==> src/core/pte_pkg.sv <==
package pte_pkg;

    // ------------------------------------------------------------
    // Geometry
    // ------------------------------------------------------------
    localparam int NCH = 4;                   // Channels in the engine
    localparam int AW  = 12;                  // APB address width
    localparam int DW  = 32;                  // APB data width

    // ------------------------------------------------------------
    // Register byte offsets
    // ------------------------------------------------------------
    localparam logic [AW-1:0] OFS_IRQ_EN  = 12'h000; // stop_irq_enable
    localparam logic [AW-1:0] OFS_FLAGS   = 12'h008; // stopped_flags
    localparam logic [AW-1:0] OFS_SET_EN  = 12'h010; // enable_set_port

    // ------------------------------------------------------------
    // Field layout and reset values
    // ------------------------------------------------------------
    localparam int CH_LSB = 0;                // Channel bits start here
    localparam int CH_MSB = 3;                // Bits above read as zero
    localparam logic [NCH-1:0] IRQ_EN_RST = 4'h0;
    localparam logic [NCH-1:0] FLAGS_RST  = 4'h0;
    localparam logic [DW-1:0]  RDATA_RST  = 32'h0000_0000;

    // Index of each register in the one-hot select
    localparam int SEL_IRQ_EN = 0;
    localparam int SEL_FLAGS  = 1;
    localparam int SEL_SET_EN = 2;
    localparam int NSEL       = 3;

endpackage

==> src/core/pte_ctrl_bank.sv <==
`timescale 1ns/1ps
module pte_ctrl_bank
(
    input  wire logic                  pclk,
    input  wire logic                  presetn,
    input  wire logic [pte_pkg::AW-1:0] paddr,
    input  wire logic                  psel,
    input  wire logic                  penable,
    input  wire logic                  pwrite,
    input  wire logic [pte_pkg::DW-1:0] pwdata,
    output logic      [pte_pkg::DW-1:0] prdata,
    output logic                       pready,
    output logic                       pslverr,
    input  wire logic [pte_pkg::NCH-1:0] loop_zero,
    input  wire logic [pte_pkg::NCH-1:0] square_mode,
    input  wire logic [pte_pkg::NCH-1:0] chan_on,
    output logic      [pte_pkg::NCH-1:0] chan_en_set,
    output logic                       irq
);
    import pte_pkg::*;

    // ------------------------------------------------------------
    // Address decode
    // ------------------------------------------------------------

    // One-hot register select; zero means unmapped
    // Decoded once here so the read mux, the write strobes and the
    // error answer can never disagree about which register is hit
    function automatic logic [NSEL-1:0] reg_sel(
        input logic [AW-1:0] a
    );
        logic [NSEL-1:0] s;
        s = '0;
        case (a)
            OFS_IRQ_EN: begin
                s[SEL_IRQ_EN] = 1'b1;
            end
            OFS_FLAGS: begin
                s[SEL_FLAGS] = 1'b1;
            end
            OFS_SET_EN: begin
                s[SEL_SET_EN] = 1'b1;
            end
            default: begin
                s = '0;
            end
        endcase
        return s;
    endfunction

    // ------------------------------------------------------------
    // Signals
    // ------------------------------------------------------------
    // Enables and flags are held as four bits only
    logic [NSEL-1:0] sel;            // Decoded select
    logic            setup;          // APB setup cycle, read
    logic            acc;            // APB access cycle
    logic            wr;             // Write completes this edge
    logic            unmapped;       // No register at paddr
    logic [NCH-1:0]  stop_irq_enable; // Interrupt enables
    logic [NCH-1:0]  stopped_flags;  // Sticky stop flags
    logic [NCH-1:0]  stop_ev;        // Qualified stop events
    logic [NCH-1:0]  flag_clr;       // Write-one-to-clear strobes
    logic [NCH-1:0]  next_set;       // Next enable set pulse
    logic [DW-1:0]   next_rdata;     // Read mux output

    // ------------------------------------------------------------
    // APB slave: zero wait states
    // ------------------------------------------------------------

    // Every access ends in its first access cycle
    // No wait states: every register answers from flops or a mux,
    // so there is nothing that could need more time
    assign pready = 1'b1;

    // Phase decode of the bus
    always_comb begin
        sel      = reg_sel(paddr);
        setup    = psel & ~penable & ~pwrite;
        acc      = psel & penable;
        wr       = acc & pwrite;
        unmapped = (sel == '0);
    end

    // Unmapped addresses answer with an error, no side effect
    // Reads of an unmapped address return zero as well
    always_comb begin
        pslverr = acc & unmapped;
    end

    // Read mux; write-only port and reserved bits read zero
    always_comb begin
        next_rdata = '0;
        if (sel[SEL_IRQ_EN]) begin
            next_rdata[CH_MSB:CH_LSB] = stop_irq_enable;
        end else if (sel[SEL_FLAGS]) begin
            next_rdata[CH_MSB:CH_LSB] = stopped_flags;
        end else begin
            next_rdata = '0;
        end
    end

    // Read data is captured in the setup cycle so it comes from
    // a flip-flop; a flag set during the access shows next read
    // Limitation: a master that reads without a setup cycle gets
    // stale data, which plain APB never does
    always_ff @(posedge pclk or negedge presetn) begin
        if (!presetn) begin
            prdata <= RDATA_RST;
        end else if (setup) begin
            prdata <= next_rdata;
        end
    end

    // ------------------------------------------------------------
    // Interrupt enable register
    // ------------------------------------------------------------

    // Plain read-write bits; upper bits of the write are dropped
    // Reserved bits are not stored at all, so they read back zero
    // without any masking in the read mux
    always_ff @(posedge pclk or negedge presetn) begin
        if (!presetn) begin
            stop_irq_enable <= IRQ_EN_RST;
        end else if (wr && sel[SEL_IRQ_EN]) begin
            stop_irq_enable <= pwdata[CH_MSB:CH_LSB];
        end
    end

    // ------------------------------------------------------------
    // Stopped flags
    // ------------------------------------------------------------

    // Only a loop count running out in pulse train mode on an
    // enabled channel is a stop; a disable simply halts output
    // A channel switched off in the cycle its count runs out is
    // treated as a disable, so no flag is raised
    always_comb begin
        stop_ev = loop_zero & ~square_mode & chan_on;
    end

    // Clear strobes from a write of ones to the flag register
    always_comb begin
        flag_clr = '0;
        if (wr && sel[SEL_FLAGS]) begin
            flag_clr = pwdata[CH_MSB:CH_LSB];
        end
    end

    // One sticky cell per channel
    // Each cell lets a set win over a clear in the same cycle
    genvar gi;
    generate
        for (gi = 0; gi < NCH; gi++) begin : g_flag
            pte_w1c_bit u_flag (
                .pclk    (pclk),
                .presetn (presetn),
                .set_ev  (stop_ev[gi]),
                .clr_ev  (flag_clr[gi]),
                .flag    (stopped_flags[gi])
            );
        end
    endgenerate

    // ------------------------------------------------------------
    // Enable set port
    // ------------------------------------------------------------

    // Ones in the written value become a one-cycle set pulse that
    // the channel enable register ORs in; zeros touch nothing
    // The enable register sits outside this bank; it must OR the
    // pulse in on the edge that follows, with no read back
    always_comb begin
        next_set = '0;
        if (wr && sel[SEL_SET_EN]) begin
            next_set = pwdata[CH_MSB:CH_LSB];
        end
    end

    // Registered pulse, one cycle after the write completes
    always_ff @(posedge pclk or negedge presetn) begin
        if (!presetn) begin
            chan_en_set <= '0;
        end else begin
            chan_en_set <= next_set;
        end
    end

    // ------------------------------------------------------------
    // Interrupt output
    // ------------------------------------------------------------

    // Level output, held while any enabled flag stays set;
    // registered to keep glitches off the interrupt line
    // Costs one cycle of latency, which no handler can notice
    always_ff @(posedge pclk or negedge presetn) begin
        if (!presetn) begin
            irq <= 1'b0;
        end else begin
            irq <= |(stopped_flags & stop_irq_enable);
        end
    end

    // ------------------------------------------------------------
    // Helper state for checks
    // ------------------------------------------------------------
    // Only the checks read these; synthesis trims them away
    logic [NCH-1:0] ev_q;            // Stop events, last cycle
    logic [NCH-1:0] on_q;            // Channel on, last cycle
    logic [NCH-1:0] sq_q;            // Square mode, last cycle
    logic [NCH-1:0] clr_q;           // Clear strobes, last cycle
    logic [NCH-1:0] flags_q;         // Flags, last cycle
    logic [NCH-1:0] wd_q;            // Write data, last cycle
    logic [NCH-1:0] new_flags;       // Flags that just rose

    // Snapshot of last cycle for rising-flag checks
    always_ff @(posedge pclk or negedge presetn) begin
        if (!presetn) begin
            ev_q    <= '0;
            on_q    <= '0;
            sq_q    <= '0;
            clr_q   <= '0;
            flags_q <= '0;
            wd_q    <= '0;
        end else begin
            ev_q    <= stop_ev;
            on_q    <= chan_on;
            sq_q    <= square_mode;
            clr_q   <= flag_clr;
            flags_q <= stopped_flags;
            wd_q    <= pwdata[CH_MSB:CH_LSB];
        end
    end

    assign new_flags = stopped_flags & ~flags_q;
endmodule

==> src/core/pte_w1c_bit.sv <==
`timescale 1ns/1ps

// ------------------------------------------------------------
// Sticky flag cell, set by hardware, cleared by writing one
// ------------------------------------------------------------
module pte_w1c_bit
(
    input  wire logic pclk,
    input  wire logic presetn,
    input  wire logic set_ev,    // Hardware event, one cycle
    input  wire logic clr_ev,    // Software clear, one cycle
    output logic      flag       // Sticky flag
);
    import pte_pkg::*;

    logic next_flag;             // Value for the next edge

    // Set wins over clear so an event in the clear cycle survives
    always_comb begin
        next_flag = set_ev | (flag & ~clr_ev);
    end

    // Flag register
    always_ff @(posedge pclk or negedge presetn) begin
        if (!presetn) begin
            flag <= 1'b0;
        end else begin
            flag <= next_flag;
        end
    end
endmodule

==> config.mk <==
export PLATFORM = sky130hd
export DESIGN_NAME = pte_ctrl_bank
export DESIGN_NICKNAME = d
export VERILOG_FILES = /design/src/core/pte_pkg.sv /design/src/core/pte_ctrl_bank.sv /design/src/core/pte_w1c_bit.sv
export SDC_FILE = /design/constraint.sdc
export NUM_CORES = 1
export LEC_CHECK = 0
export BUFFER_PORTS_ARGS = -buffer_cell sky130_fd_sc_hd__buf_4
export CAP_MARGIN = 10
export CORE_ASPECT_RATIO = 0.8
export CORE_MARGIN = 2
export CORE_UTILIZATION = 37
export DETAILED_ROUTE_END_ITERATION = 8
export PLACE_DENSITY_LB_ADDON = 0.3
export REMOVE_ABC_BUFFERS = 1
export SYNTH_ARGS = -nofsm -noshare
export SYNTH_HDL_FRONTEND = slang
export SYNTH_HIERARCHICAL = 1
export SYNTH_SLANG_ARGS = --single-unit
==> constraint.sdc <==
create_clock -name pclk -period 0.9 [get_ports pclk]
set_input_delay 0.045 -clock pclk [delete_from_list [all_inputs] [get_ports pclk]]
set_output_delay 0.045 -clock pclk [all_outputs]
set_load 0.01 [all_outputs]
After elaboration in Yosys (flattened, before gate mapping)
Cells that the tools add are included.
- bits in registers: 17
- bits of input ports: 61
- output and inout port bits: 39
- logic and storage cells: 46
- equality and inequality tests: 2
- multiplexer cells: 7
- bitwise operators: 23
- reduce and logical (&&, ||, !) cells: 6
- operators with widths (cell ; number):
    2-to-1 mux 4 bit ; 4
    AND 4 bit ; 3
    == test 12 x 4 -> 1 bit, second input constant ; 1
    == test 12 x 5 -> 1 bit, second input constant ; 1
    logical NOT 12 bit ; 1
    AND 1 bit ; 9
    NOT 1 bit ; 6
    NOT 4 bit ; 1
    bitwise OR 1 bit ; 4
    OR reduction 4 bit ; 1
    logical AND 1 bit ; 3
    logical NOT 3 bit ; 1
    2-to-1 mux 1 bit ; 3

Logic depth before layout (Yosys ltp)
- depth after elaboration: 7
- mapped depth: 6
- mapped depth without buffers: 5

Modules after synthesis
The synthesis kept the hierarchy.
- modules (own cells, without submodules) (module ; instances ; cells each ; area each (µm²) ; sequential area each (µm²)):
    pte_ctrl_bank ; 1 ; 100 ; 944.7 ; 325.3
    pte_w1c_bit ; 4 ; 3 ; 36.3 ; 25.0

Worst setup path after synthesis
No wires, ideal clock.
- path type: in2reg
- start point: input port paddr[0] in the netlist's numbering
- end point: register g_flag[0].u_flag.flag
- setup time: 0.118 ns
- data arrival time: 0.966 ns
- required time: 0.782 ns
- slack: -0.185 ns
- stages on the path: 5
- path buffers: 0
- cells stage by stage: nor4_4 and4_2 and2_1 inv_1 a21o_1
- cells in the longest elaborated chain, start to end: 7
- RTL lines (element ; line ; text):
    start, declared ; pte_ctrl_bank.sv:6 ; input wire logic [pte_pkg::AW-1:0] paddr,
    == test 12 x 4 -> 1 bit ; pte_ctrl_bank.sv:34 ; case (a)
    2-to-1 mux 1 bit ; pte_ctrl_bank.sv:34 ;
    logical AND 1 bit ; pte_ctrl_bank.sv:145 ; if (wr && sel[SEL_FLAGS]) begin
    2-to-1 mux 4 bit ; pte_ctrl_bank.sv:145 ;
    net flag_clr[0] ; pte_ctrl_bank.sv:63 ; logic [NCH-1:0] flag_clr;
    NOT 1 bit ; pte_w1c_bit.sv:20 ; next_flag = set_ev | (flag & ~clr_ev);
    AND 1 bit ; pte_w1c_bit.sv:20 ;
    bitwise OR 1 bit ; pte_w1c_bit.sv:20 ;
    net g_flag[0].u_flag.next_flag ; pte_w1c_bit.sv:16 ; logic next_flag;
    end signal, assigned ; pte_w1c_bit.sv:28 ; flag <= next_flag;
    end, declared ; pte_w1c_bit.sv:12 ; output logic flag
The timed path passes the listed nets, and every way through them passes these cells.
A chain may end at the register's enable or synchronous reset.

Worst setup path in the final report
- start point: input port paddr[10] in the netlist's numbering
- end point: output port pslverr
- cells in the longest elaborated chain, start to end: 4
- elaborated cells between the ends (all ways): 8
- classes of those cells: eq/ne: 2; mux: 3; bitwise: 1; reduce/logical: 2
- RTL lines (element ; line ; text):
    == test 12 x 4 -> 1 bit (tied with other cells) ; pte_ctrl_bank.sv:34 ;
    2-to-1 mux 1 bit ; pte_ctrl_bank.sv:34 ;
    logical NOT 3 bit * ; pte_ctrl_bank.sv:82 ; unmapped = (sel == '0);
    AND 1 bit * ; pte_ctrl_bank.sv:88 ; pslverr = acc & unmapped;
    end, declared ; pte_ctrl_bank.sv:13 ; output logic pslverr,
Every way passes the cells marked *; elsewhere a longest branch is shown, timed or not.

==> flow_summary.json <==
{
  "startpoint_type": "input port",
  "final_layout_size_suffix_gt1_frac": 0.475,
  "ios": 100,
  "grt_max_degree": 18,
  "gp_congestion": 0.779,
  "hold_path_depth": 3,
  "drt-total-wl_microns": 2300,
  "slew_viol_final": 0,
  "power_density_nw_per_um2": 1060,
  "die_x_microns": 64.7,
  "hp-class": "input port to register",
  "crit_slowest_cell": "nor4_4",
  "core_sq_um": 2790,
  "crit_chain": "buf_6 > nor4_4 > buf_4 > a41oi_2 > buf_4",
  "p_sw_uw": 385,
  "final_area_sq_um": 1520,
  "synth_top_flop_cell": "dfrtp_1",
  "cp-end-kind": "output pin",
  "die-area_sq_um": 3400,
  "clk_pin_slew_worst_paths_ns": 0.06,
  "cts-root-buf": "clkbuf_8",
  "post_dp_cell_area_sq_um": 1360,
  "via_count": 862,
  "postSynthCellCount": 112,
  "clkLatencyLatePin_ns": 0.24,
  "yosysWarnings": 6,
  "setup_viol_count_final": 9,
  "yosysSeqAreaShare": 0.390,
  "critPathMaxStageDelay_ns": 0.30,
  "placementRows": 17,
  "hold_violations": 0,
  "crit_path_frequent_cell": "buf_4",
  "p_total_mw": 1.61,
  "wl_per_cell_microns": 11.5,
  "p_comb_frac": 0.191,
  "antenna_found_initial": 0,
  "fin_worst_skew_ns": 0.000501,
  "p_sw_frac": 0.240,
  "synth_seq_cells": 17,
  "drtAntennaViolNets": 0,
  "ys_async_sr_fraction": 1.00,
  "ir_drop_v": 0.000511,
  "area_delta_synth_final_pct": 39.6,
  "clkPwrFrac": 0.332,
  "crit_required_ns": 0.85,
  "n_antenna_cell": 0,
  "die_height_microns": 52.5,
  "drv_cap": 0,
  "cts_buffers": 3,
  "fin_crit_sh": 1.05,
  "nFillCells": 269,
  "ff2ff_path_depth": 2,
  "cts.sink_count": 17,
  "cp_max_fo": 3,
  "status": "complete, but fails checks",
  "nets": 224,
  "overflow": 0,
  "synth_area_sq_um": 1090,
  "clock_path_buffers": 2,
  "finalCriticalPeriod_ns": 0.947,
  "p_seq_frac": 0.477,
  "pre_cts_slack_ns": -0.348,
  "violations": "negative setup slack",
  "worstPathArrival_ns": 0.90,
  "drc": 0,
  "synth-edff-count": 0,
  "grt_first_pass_wirelength_microns": 3660,
  "grt_pass1_vias": 848,
  "rsz0062_at_grt": "yes",
  "via_per_inst": 4.31,
  "cts_tree": "built",
  "initial_utilization": 0.391,
  "hpwl_microns": 1790,
  "setup_ws_ns": -0.0466,
  "critPathKind": "input port to output pin",
  "p_int_mw": 1.22,
  "grt_usage": 0.143,
  "power.leakage_nw": 0.791,
  "final_util": 0.546,
  "timing.fmax_ghz": 1.06,
  "syn_area_per_cell_sq_um": 9.73,
  "tns_ns": -0.151,
  "h-tree-depth": 1,
  "dr.pass1.iters": 4,
  "ys_types": 25,
  "portBuffers": 42,
  "drt-initial-drc-count": 53
}
## path summary, 6_finish.rpt
check,slack (ns),startpoint,to
max,-0.05,paddr[10],pslverr
min,0.05,pwdata[1],chan_en_set[1]
max reg2reg,0.05,g_flag[2].u_flag/flag,prdata[2]
min reg2reg,0.48,prdata[1],prdata[1]
max in group asynchronous,0.51,presetn,g_flag[2].u_flag/flag
min in group asynchronous,0.21,presetn,prdata[1]
## flip-flops by register name, indices dropped and copies added, names as in the netlist
name,flops
chan_en_set,4
g_flag.u_flag/flag,4
prdata,4
stop_irq_enable,4
irq,1
## cells in the final DEF (no fill, tap or decap), types with 2 or more instances in the layout
cell type	instances
nor4_4	2
clkbuf_8	3
mux2i_1	4
buf_6	3
conb_1	29
a21o_1	4
nor2_1	4
a22oi_1	2
inv_1	6
nand2_1	11
dfrtp_1	17
and2_4	3
nor3_2	4
buf_4	45
mux2_2	3
o31ai_2	3
inv_2	3
## cell families after synthesis
family | share of synthesized area
compound gates | 0.0769
buf+inv | 0.248
flops | 0.390
mux | 0.0781
other cells | 0.00689
simple gates | 0.200
## per-stage QoR
step                instances  hold slack, ns
floorplan                 108          -0.251
global placement          194         -0.0843
detailed placement        194         -0.0859
CTS                       199          0.0374
global route              200          0.0466
finish                    200          0.0510
## synth_stat cells (2+ instances only)
cell type	count	area (sq um)
buf_4	30	225
dfrtp_1	17	425
nand2_1	11	41.3
inv_1	9	33.8
nor3_1	5	25.0
a21o_1	4	30.0
and2_1	4	25.0
mux2_2	4	45.0
mux2i_1	4	40.0
nor2_1	4	15.0
o31ai_1	4	30.0
a22oi_1	2	15.0
conb_1	2	7.51
## power by group through the flow
stage | Sequential (mW) | Clock, mW | Combinational, mW
after floorplan | 0.780 | 0 | 0.0978
after global placement | 0.780 | 0 | 0.267
after detailed placement | 0.780 | 0 | 0.271
after CTS | 0.766 | 0.553 | 0.290
after global routing | 0.766 | 0.598 | 0.336
final | 0.766 | 0.533 | 0.307
## critical path, delay by kind of cell
family,cells,cell delay [ns]
buffers and inverters,3,0.44
AND/OR/NAND/NOR,1,0.30
AO/OA/AOI/OAI,1,0.12
## metal layers
layer  track usage  vias to the layer above  part of all wire
li1              -                      417                 -
met3        0.0452                        7             0.053
met4        0.0780                        0             0.020
met5             0                        -                 0
met2         0.259                       33              0.55
met1         0.151                      405              0.37
## cell type report
| class | count | area (sq um) | area share |
|---|---|---|---|
| Multi-Input combinational cell | 82 | 573 | 0.377 |
| Inverter | 9 | 33.8 | 0.0222 |
| Sequential cell | 17 | 425 | 0.280 |
| Tap cell | 38 | 47.5 | 0.0312 |
| Clock buffer | 4 | 45.0 | 0.0296 |
| Timing Repair Buffer | 50 | 397 | 0.261 |
## what timing repair did
item	4_1_cts	5_1_grt
pin swaps	13	5
buffers inserted	0	1
gates resized for setup	14	10
endpoints found under the hold margin	17	0
hold buffers	1	0
endpoints found under the setup margin	10	17
No activity file was read; power rests on OpenSTA's default activity.
